### src/rtl/sram_host_params.svh
// Constants for the latched-address static RAM host controller
`ifndef SRAM_HOST_PARAMS_SVH
`define SRAM_HOST_PARAMS_SVH

// Clock rate
`define CLK_PERIOD_NS            100

// Device timing figures in ns
`define STROBE_HIGH_MIN_TIME_NS  100
`define STROBE_LOW_TIME_NS       250
`define ADDR_HOLD_TIME_NS        50
`define WRITE_PULSE_WIDTH_NS     130
`define WRITE_TO_OUTPUT_OFF_NS   160
`define DATA_SETUP_TIME_NS       110

// Least times round up to whole cycles
`define NS_TO_CYC_UP(t)          (((t) + `CLK_PERIOD_NS - 1) / `CLK_PERIOD_NS)
`define STROBE_HIGH_CYC          `NS_TO_CYC_UP(`STROBE_HIGH_MIN_TIME_NS)
`define STROBE_LOW_CYC           `NS_TO_CYC_UP(`STROBE_LOW_TIME_NS)
`define ADDR_HOLD_CYC            `NS_TO_CYC_UP(`ADDR_HOLD_TIME_NS)
`define WRITE_PULSE_CYC          `NS_TO_CYC_UP(`WRITE_PULSE_WIDTH_NS)
`define WRITE_OFF_CYC            `NS_TO_CYC_UP(`WRITE_TO_OUTPUT_OFF_NS)
`define DATA_SETUP_CYC           `NS_TO_CYC_UP(`DATA_SETUP_TIME_NS)

// Pin synchroniser depth, added to the read wait so sampled data is settled
`define SYNC_STAGES              2

// Counter width and reset values
`define CNT_W                    8
`define CNT_ZERO                 8'h00
`define LEVEL_HIGH               1'b1
`define LEVEL_LOW                1'b0

`endif

### src/rtl/sram_host_pkg.sv
// Types for the latched-address static RAM host controller
package sram_host_pkg;

   // Sequencer states
   typedef enum logic [2:0] {
      ST_POWERUP  = 3'b000,
      ST_IDLE     = 3'b001,
      ST_STROBE   = 3'b010,
      ST_WRITE    = 3'b011,
      ST_READ     = 3'b100,
      ST_RECOVER  = 3'b101
   } host_state_type;

endpackage : sram_host_pkg

### src/rtl/sram_host_sync.sv
// Two-stage synchroniser for pin inputs
`timescale 1ns/1ps

module sram_host_sync #(
   parameter int WIDTH = 4
) (
   // Clock and reset
   input  wire logic             sys_clk,
   input  wire logic             nrst,
   // Asynchronous level in, synchronised level out
   input  wire logic [WIDTH-1:0] async_in,
   output logic      [WIDTH-1:0] sync_out
);

   logic [WIDTH-1:0] meta_r;   // First stage, read only by second stage

   // ------------------------------------------------------------
   // Two flops in series
   // ------------------------------------------------------------
   always_ff @(posedge sys_clk) begin
      if (!nrst) begin
         meta_r   <= '0;
         sync_out <= '0;
      end else begin
         meta_r   <= async_in;
         sync_out <= meta_r;
      end
   end

endmodule : sram_host_sync

### src/rtl/sram_host_ctrl.sv
// Host-side controller driving a latched-address static RAM
`timescale 1ns/1ps
`include "sram_host_params.svh"

// Summary of operation
// - Address may change after hold interval
// - Strobe high, deselected between cycles
// - Write strobe falls early enough before rise
// - Write ends on first rising edge
// - Back-to-back writes time to strobe rise
// - Wait output-off delay before driving data
// - Strobe high throughout retention, except a cycle already running when retain_req rises
// - Hold a select deselected during retention; in a cycle already running both selects stay low until it ends
// - Wait strobe-high minimum after power good
module sram_host_ctrl #(
   parameter int ADDR_W = 8,
   parameter int DATA_W = 4
) (
   // Clock and reset
   input  wire logic              sys_clk,
   input  wire logic              nrst,
   // User request port
   input  wire logic              req_valid,
   input  wire logic              req_write,
   input  wire logic [ADDR_W-1:0] req_addr,
   input  wire logic [DATA_W-1:0] req_wdata,
   input  wire logic              retain_req,
   input  wire logic              supply_good,
   output logic                   req_ready,
   output logic                   rsp_valid,
   output logic      [DATA_W-1:0] rsp_rdata,
   // Device pins
   output logic                   strobe_n,
   output logic                   select_one_n,
   output logic                   select_two_n,
   output logic                   write_n,
   output logic      [ADDR_W-1:0] addr,
   output logic      [DATA_W-1:0] dq_out,
   output logic                   dq_oe,
   input  wire logic [DATA_W-1:0] dq_in
);

   // ------------------------------------------------------------
   // Declarations
   // ------------------------------------------------------------
   sram_host_pkg::host_state_type state_r;    // Sequencer state
   logic [`CNT_W-1:0]             cnt_r;      // Cycles in current state
   logic                          wr_r;       // Current cycle is a write
   logic [DATA_W-1:0]             wdata_r;    // Write data held for cycle
   logic [DATA_W-1:0]             dq_sync;    // Synchronised read bus
   logic                          pwr_good;   // Synchronised supply-good level
   logic                          req_take;   // Request accepted at this edge

   // Saturating increment, used by the counter
   function automatic logic [`CNT_W-1:0] inc_sat(input logic [`CNT_W-1:0] v);
      inc_sat = (&v) ? v : v + 8'h01;
   endfunction : inc_sat

   // Compare a count against a cycle figure
   function automatic logic reached(input logic [`CNT_W-1:0] v, input int n);
      reached = (v >= n[`CNT_W-1:0]);
   endfunction : reached

   // ------------------------------------------------------------
   // Pin synchronisers
   // ------------------------------------------------------------
   sram_host_sync #(.WIDTH(DATA_W)) u_dq_sync (
      .sys_clk  (sys_clk),
      .nrst     (nrst),
      .async_in (dq_in),
      .sync_out (dq_sync)
   );

   sram_host_sync #(.WIDTH(1)) u_pwr_sync (
      .sys_clk  (sys_clk),
      .nrst     (nrst),
      .async_in (supply_good),
      .sync_out (pwr_good)
   );

   // Taken only on an edge where ready was shown; retention wins at that edge,
   // so a request that meets a rising retain_req stays pending and must be held
   assign req_take = (state_r == sram_host_pkg::ST_IDLE) && req_valid && req_ready &&
                     !retain_req;

   // ------------------------------------------------------------
   // Sequencer and cycle counter
   // ------------------------------------------------------------
   always_ff @(posedge sys_clk) begin
      if (!nrst) begin
         state_r <= sram_host_pkg::ST_POWERUP;
         cnt_r   <= `CNT_ZERO;
      end else begin
         cnt_r <= inc_sat(cnt_r);
         unique case (state_r)
            // Count strobe-high time only once supply is good
            sram_host_pkg::ST_POWERUP: begin
               if (!pwr_good) begin
                  cnt_r <= `CNT_ZERO;
               end else if (reached(cnt_r, `STROBE_HIGH_CYC)) begin
                  state_r <= sram_host_pkg::ST_IDLE;
               end
            end
            // Retention holds us here with strobe high
            sram_host_pkg::ST_IDLE: begin
               if (req_take) begin
                  state_r <= sram_host_pkg::ST_STROBE;
                  cnt_r   <= `CNT_ZERO;
               end
            end
            // Strobe low, address held through hold interval
            sram_host_pkg::ST_STROBE: begin
               if (reached(cnt_r, `ADDR_HOLD_CYC - 1)) begin
                  state_r <= wr_r ? sram_host_pkg::ST_WRITE : sram_host_pkg::ST_READ;
                  cnt_r   <= `CNT_ZERO;
               end
            end
            // Write pulse long enough for width, setup and lead
            sram_host_pkg::ST_WRITE: begin
               if (reached(cnt_r, `WRITE_PULSE_CYC + `WRITE_OFF_CYC)) begin
                  state_r <= sram_host_pkg::ST_RECOVER;
                  cnt_r   <= `CNT_ZERO;
               end
            end
            // Strobe low time plus two sync stages before sampling
            sram_host_pkg::ST_READ: begin
               if (reached(cnt_r, `STROBE_LOW_CYC + `SYNC_STAGES)) begin
                  state_r <= sram_host_pkg::ST_RECOVER;
                  cnt_r   <= `CNT_ZERO;
               end
            end
            // Strobe high and deselected before the next fall
            sram_host_pkg::ST_RECOVER: begin
               if (reached(cnt_r, `STROBE_HIGH_CYC - 1)) begin
                  state_r <= sram_host_pkg::ST_IDLE;
               end
            end
            default: begin
               state_r <= sram_host_pkg::ST_POWERUP;
            end
         endcase
      end
   end

   // ------------------------------------------------------------
   // Request capture: address and data held for the whole cycle
   // ------------------------------------------------------------
   always_ff @(posedge sys_clk) begin
      if (!nrst) begin
         wr_r    <= `LEVEL_LOW;
         wdata_r <= '0;
         addr    <= '0;
      end else if (req_take) begin
         wr_r    <= req_write;
         wdata_r <= req_wdata;
         addr    <= req_addr;
      end
   end

   // ------------------------------------------------------------
   // Device pin drive
   // ------------------------------------------------------------
   always_ff @(posedge sys_clk) begin
      if (!nrst) begin
         strobe_n     <= `LEVEL_HIGH;
         select_one_n <= `LEVEL_HIGH;
         select_two_n <= `LEVEL_HIGH;
         write_n      <= `LEVEL_HIGH;
         dq_out       <= '0;
         dq_oe        <= `LEVEL_LOW;
      end else begin
         // Strobe falls one cycle after address is set up
         strobe_n <= !(state_r == sram_host_pkg::ST_STROBE ||
                       state_r == sram_host_pkg::ST_WRITE  ||
                       state_r == sram_host_pkg::ST_READ);
         // Both selects low only inside a cycle
         select_one_n <= !(state_r == sram_host_pkg::ST_WRITE ||
                           state_r == sram_host_pkg::ST_READ);
         select_two_n <= !(state_r == sram_host_pkg::ST_WRITE ||
                           state_r == sram_host_pkg::ST_READ);
         // Write strobe low through the write window; released between cycles,
         // never held across back-to-back writes, so data times to its own rise
         write_n <= !(state_r == sram_host_pkg::ST_WRITE);
         // Drive data only after output-off delay elapsed
         dq_oe  <= (state_r == sram_host_pkg::ST_WRITE) &&
                   reached(cnt_r, `WRITE_OFF_CYC);
         dq_out <= wdata_r;
      end
   end

   // ------------------------------------------------------------
   // Read response and ready
   // ------------------------------------------------------------
   always_ff @(posedge sys_clk) begin
      if (!nrst) begin
         rsp_valid <= `LEVEL_LOW;
         rsp_rdata <= '0;
         req_ready <= `LEVEL_LOW;
      end else begin
         rsp_valid <= `LEVEL_LOW;
         // Sample at end of the read window, bus settled
         if (state_r == sram_host_pkg::ST_READ &&
             reached(cnt_r, `STROBE_LOW_CYC + `SYNC_STAGES)) begin
            rsp_valid <= `LEVEL_HIGH;
            rsp_rdata <= dq_sync;
         end
         // Ready drops on the taking edge, so one request per ready window
         req_ready <= (state_r == sram_host_pkg::ST_IDLE) && !req_take &&
                      !retain_req && pwr_good;
      end
   end

   // ------------------------------------------------------------
   // Checks
   // ------------------------------------------------------------
   chk_strobe_high_retain: assert property (@(posedge sys_clk) disable iff (!nrst)
      (state_r == sram_host_pkg::ST_IDLE && retain_req) |=> strobe_n)
      else $error("strobe low during retention");

   chk_no_start_retain: assert property (@(posedge sys_clk) disable iff (!nrst)
      (state_r == sram_host_pkg::ST_IDLE && retain_req) |=> (state_r == sram_host_pkg::ST_IDLE))
      else $error("cycle started during retention");

   chk_sel_off_idle: assert property (@(posedge sys_clk) disable iff (!nrst)
      (state_r == sram_host_pkg::ST_IDLE) |=> select_one_n)
      else $error("select asserted outside a cycle");

   chk_write_inside_strobe: assert property (@(posedge sys_clk) disable iff (!nrst)
      !write_n |-> (!strobe_n && !select_one_n && !select_two_n))
      else $error("write strobe outside selected cycle");

   chk_data_after_off: assert property (@(posedge sys_clk) disable iff (!nrst)
      $rose(dq_oe) |-> $past(!write_n, 2))
      else $error("data driven too soon after write fall");

   chk_oe_only_write: assert property (@(posedge sys_clk) disable iff (!nrst)
      dq_oe |-> !write_n)
      else $error("data driven outside write pulse");

   chk_strobe_high_gap: assert property (@(posedge sys_clk) disable iff (!nrst)
      $rose(strobe_n) |=> strobe_n)
      else $error("strobe high interval too short");

   chk_write_width: assert property (@(posedge sys_clk) disable iff (!nrst)
      $fell(write_n) |-> !write_n [*3])
      else $error("write pulse too short");

   chk_addr_stable: assert property (@(posedge sys_clk) disable iff (!nrst)
      !strobe_n |-> $stable(addr))
      else $error("address moved during strobe low");

   chk_powerup_wait: assert property (@(posedge sys_clk) disable iff (!nrst)
      (state_r == sram_host_pkg::ST_POWERUP) |=> strobe_n)
      else $error("cycle started before power-up wait");

endmodule : sram_host_ctrl

### config.mk
export PLATFORM = sky130hd
export DESIGN_NAME = sram_host_ctrl
export DESIGN_NICKNAME = d
export VERILOG_FILES = /design/src/rtl/sram_host_pkg.sv /design/src/rtl/sram_host_sync.sv /design/src/rtl/sram_host_ctrl.sv
export VERILOG_INCLUDE_DIRS = /design/src /design/src/rtl
export SDC_FILE = /design/constraint.sdc
export NUM_CORES = 1
export LEC_CHECK = 0
export BUFFER_PORTS_ARGS = -buffer_cell sky130_fd_sc_hd__buf_4
export CAP_MARGIN = 20
export CORE_MARGIN = 2
export CORE_UTILIZATION = 52
export CTS_CLUSTER_DIAMETER = 50
export DETAILED_ROUTE_END_ITERATION = 10
export PLACE_DENSITY = 0.78
export RECOVER_POWER = 50
export SLEW_MARGIN = 20
export SYNTH_ARGS = -nofsm -noshare
export SYNTH_HDL_FRONTEND = slang
export SYNTH_HIERARCHICAL = 1
export SYNTH_SLANG_ARGS = --single-unit
### constraint.sdc
create_clock -name sys_clk -period 2.06 [get_ports sys_clk]
set_input_delay 0.206 -clock sys_clk [delete_from_list [all_inputs] [get_ports sys_clk]]
set_output_delay 0.206 -clock sys_clk [all_outputs]
set_load 0.02 [all_outputs]
; ---- Yosys cells after proc, flatten, opt, wreduce, memory -nomap -nowiden
; Cells that the tools add are included.
[totals]
ff_bits = 48
latchBits = 0
mem_bits_rw = 0
romBits = 0
in_bits = 22
out_inout_bits = 23
wordCells = 71
mem_count = 0
[op_classes]
add_sub_neg = 1
n_mul = 0
div = 0
n_lt_le_gt_ge = 5
n_eq_ne = 12
shift = 0
mux = 17
bitwise = 0
n_reduce_logical = 19
[ops]
columns = operator, count
row1 = 2-to-1 mux 8 bit, 6
row2 = one-hot mux 8 bit (5 select lines), 1
row3 = 2-to-1 mux 3 bit, 8
row4 = one-hot mux 3 bit (6 select lines), 1
row5 = greater-or-equal comparator 8 x 1 -> 1 bit (second input constant), 2
row6 = greater-or-equal comparator 8 x 3 -> 1 bit (second input constant), 2
row7 = inequality test 2 bit (second input constant), 6
row8 = adder 8 x 1 -> 8 bit (second input constant), 1
row9 = greater-or-equal comparator 8 x 2 -> 1 bit (second input constant), 1
row10 = logical AND 1 bit, 8
row11 = AND reduction 8 bit, 1
row12 = AND reduction 7 bit, 1
row13 = == test 3 x 2 -> 1 bit (second input constant), 2
row14 = == test 3 bit (second input constant), 2
row15 = logical NOT 1 bit, 5
row16 = == test 3 x 1 -> 1 bit (second input constant), 1
row17 = logical NOT 3 bit, 1
row18 = logical OR 1 bit, 3
row19 = inequality test 2 x 1 -> 1 bit (second input constant), 1
row20 = 2-to-1 mux 1 bit, 1

; ---- Depth between registers and ports, before layout
[depth]
word_depth = 8
mapped_depth = 7
ltp_nobuf = 7

; ---- Hierarchy
; The synthesis kept the hierarchy.
[modules_own_cells]
columns = mod, n_inst, cells_per_inst, area_per_inst_um2, seq_area_each_um2
row1 = sram_host_ctrl, 1, 161, 1662.8, 760.7
row2 = sram_host_sync (u_dq_sync), 1, 16, 210.2, 160.2
row3 = sram_host_sync (u_pwr_sync), 1, 4, 52.6, 40.0

; ---- Worst setup path before layout
; OpenSTA, ideal clock, no wires.
[synth_timing]
path_kind = reg-to-reg
start = register cnt_r[0]
end = register cnt_r[6]
setup_time_ps = 136
arrival_ps = 1500
t_required_ps = 1924
path_slack_ps = 424
stages_incl_launch_ff = 8
n_path_buf = 0
synth_period_minus_slack_ps = 1636
cell_sequence = dfxtp_1 -> inv_1 -> ha_1 -> nand2b_1 -> a21oi_1 -> o21a_4 -> o41ai_4 -> nor3_2
[synth_between]
elab_chain_len = 4
word_cells_on_any_way = 12
cone_classes = 1 x add/sub / 3 x order compare / 7 x mux / 1 x reduce/logical
[synth_lines]
columns = element, line_no
row1 = "start, declared", sram_host_ctrl.sv:47  ; logic [`CNT_W-1:0] cnt_r;
row2 = "start signal, assigned", sram_host_ctrl.sv:92  ; cnt_r <= `CNT_ZERO;
row3 = "start signal, assigned", sram_host_ctrl.sv:94  ; cnt_r <= inc_sat(cnt_r);
row4 = "start signal, assigned", sram_host_ctrl.sv:99  ; cnt_r <= `CNT_ZERO;
row5 = adder 8 x 1 -> 8 bit or AND reduction 8 bit (tied branches), sram_host_ctrl.sv:56  ; inc_sat = (&v) ? v : v + 8'h01;
row6 = 2-to-1 mux 8 bit, sram_host_ctrl.sv:56
row7 = 2-to-1 mux 8 bit (on tied branches), -
row8 = one-hot mux 8 bit (5 select lines) *, sram_host_ctrl.sv:95  ; unique case (state_r)
; Every way passes the cells marked *; elsewhere a longest branch is shown, timed or not.
; A chain may end at the register's enable or synchronous reset.

; ---- Worst setup path in the final report
[layout_timing]
start = register cnt_r[0]
end = register cnt_r[2]
; Same word-level chain as after synthesis.

==> flow_summary.yaml <==
status:
  status: "finished, final reports clean"
global_routing:
  grt_pass1_vias: 1353
  grt_antenna_before_repair: 0
  grt.overflow.total: 0
  grt_pass1_wl_um: 5809
  track_usage: 0.1801
  grt_max_degree: 42
timing:
  fin_tns_setup_ns: 0
  setup-violations-final: 0
  period_needed_ns: 1.868
  slew_headroom: 0.1109
  skew_ns: 0.01226
  fmax_ghz: 0.5354
  slew_violations: 0
  finalCritPeriodShare: 0.9066
  worst_pin_slew_ns: 1.334
  rsz0062_at_grt: "no"
  hold_viol: 0
floorplanning:
  die_h_um: 64.85
  core_area_um2: 3606
  initial_core_util: 0.5340
  rows: 22
  io_pins: 45
  fp.dieArea_um2: 4206
  die_x_um: 64.85
critical_path:
  required_ns: 2.22
  worstSetupEndpointType: "flop"
  rr_worst_depth: 7
  startpoint_type: "flop"
  cp.arrival_ns: 2.03
  r2r_end: "cnt_r[2]"
  r2r_start: "cnt_r[0]"
  setup.worst_path.class: "flop to flop"
  worstPathMaxFanout: 8
  rrSetupSlack_ns: 0.19
yosys:
  synth_area_per_cell_um2: 10.64
  synthesis.nets: 206
  async_reset_ff_frac: 0
  ys.flop_type: "dfxtp_1"
  synth_edf_count: 0
  ys.warnings.count: 6
  synth_top_area_share: 0.4990
  synth.area.top_cells: "dfxtp_1, mux2i_1, nor2b_1"
  ys_seq_area_frac: 0.4990
  synth_common_cells: "dfxtp_1, nor2b_1, mux2i_1"
  yosysTopAreaCell: "dfxtp_1"
  synth_area_um2: 1926
  synth_most_common_cell: "dfxtp_1"
  ys_seq_elements: 48
  synthCells: 181
  yosysUniqueCellTypes: 42
power:
  power.density_nw_per_um2: 691.0
  leakagePower_nw: 0.8388
  irDropWorstVdd_uv: 571.5
  p_total_mw: 1.584
cts:
  clock-root-buffer: "clkbuf_8"
  cts-htree-levels: 2
  cts_buffer_depth: 2
  cts_buffers: 5
  cts_num_sinks: 48
  post-cts-setup-buffers: 0
  worstSkewPairLatency_ns: 0.30
  clkTransAtPathRegs_ns: 0.08
  cts_hold_buf: 0
  ctsResizeCount: 0
  tritoncts: "yes"
layout:
  final_layout_size_suffix_gt1_frac: 0.1806
  diodes: 0
  areaGrowthSynthToFinish_pct: 19.04
  fillCellCount: 306
  nets: 251
  finalNonFillerCells: 275
routing:
  drt_first_pass_iters: 5
  wl_per_cell_um: 12.78
  ant_nets: 0
  drc: 0
  drt_iter0_drc: 148
  routed_via_density: 4.989
  vias: 1372
  routed_wl_um: 3515
worst_hold_path:
  holdPathStages: 2
  holdPathEnd: "u_dq_sync/meta_r[2]"
  min-delay-start: "dq_in[2]"
  hp-class: "input pin to flop"
place:
  dp.cells: 267
  hpwl_um: 2549
  numPortBuffers: 44
  gp_congestion: 0.8425
run:
  drv_cap: 0
## per-stage QoR
stage,hold slack [ns],setup slack [ns],util,instance area [um^2]
finish,0.1114,0.1923,0.6357,2292
global route,0.1038,0.04928,0.6357,2292
CTS,0.1026,0.1821,0.6586,2375
detailed placement,0.4165,0.1909,0.6315,2277
global placement,0.4076,0.3308,0.6315,2277
floorplan,0.3277,0.4243,-,1926
## where the power goes
group | switching [mW] | leakage [nW] | internal [mW]
Clock | 0.304 | 0.0434 | 0.272
Sequential | 0.00484 | 0.389 | 0.937
Combinational | 0.0246 | 0.407 | 0.0415
Total | 0.333 | 0.839 | 1.25
## cells by family (layout without fill, tap and decap cells)
kind of cell,count (synthesis),after routing,synth area share
fa+ha+maj,3,3,0.01950
buf+inv,11,57,0.03509
xor+xnor,2,2,0.009098
flops,48,48,0.4990
compound gates,22,22,0.08967
mux,18,18,0.09357
simple gates,77,77,0.2541
## flip-flops by register name, indices dropped and copies added (netlist names), 3 cells and up
signal	count
u_dq_sync/meta_r	4
addr	8
cnt_r	8
rsp_rdata	4
wdata_r	4
u_dq_sync/sync_out	4
state_r	3
dq_out	4
## how the worst max path moves through the flow
stage,from,to
after floorplan,cnt_r[0],cnt_r[6]
after global placement,cnt_r[0],cnt_r[6]
after detailed placement,cnt_r[0],cnt_r[2]
after CTS,cnt_r[0],cnt_r[2]
after global routing,cnt_r[0],cnt_r[5]
final,cnt_r[0],cnt_r[2]
## worst max-delay path, stage by stage (launching register included)
cell	delay, ns
dfxtp_1	0.42
inv_1	0.07
ha_1	0.19
nand2b_1	0.12
a21oi_1	0.09
o21a_4	0.22
o41ai_4	0.51
nor2_1	0.12
## layout by cell type, fill, tap and decap left out, drive strengths merged, types with 5 or more instances in the layout
cell type | synthesis | final
nand2 | 6 | 6
mux2i | 18 | 18
nor2b | 19 | 19
nor2 | 11 | 11
clkbuf | 3 | 28
buf | 5 | 24
nand3 | 5 | 5
o21ai | 6 | 6
and2 | 17 | 17
dfxtp | 48 | 48
## final cells by class
type                            count  area (um^2)  area share
Inverter                            3        13.76    0.006004
Tap cell                           48        60.06     0.02620
Clock inverter                      2        15.01    0.006550
Multi-Input combinational cell    122        897.1      0.3914
Timing Repair Buffer               46        262.8      0.1146
Clock buffer                        6        82.58     0.03603
Sequential cell                    48        960.9      0.4192
## layer usage
layer	routed length (um)	GRT usage
met1	1455	0.1869
met2	1830	0.3415
met3	187	0.03646
met4	41	0.08511
met5	0	0
Power figures use the tool's default switching activity.
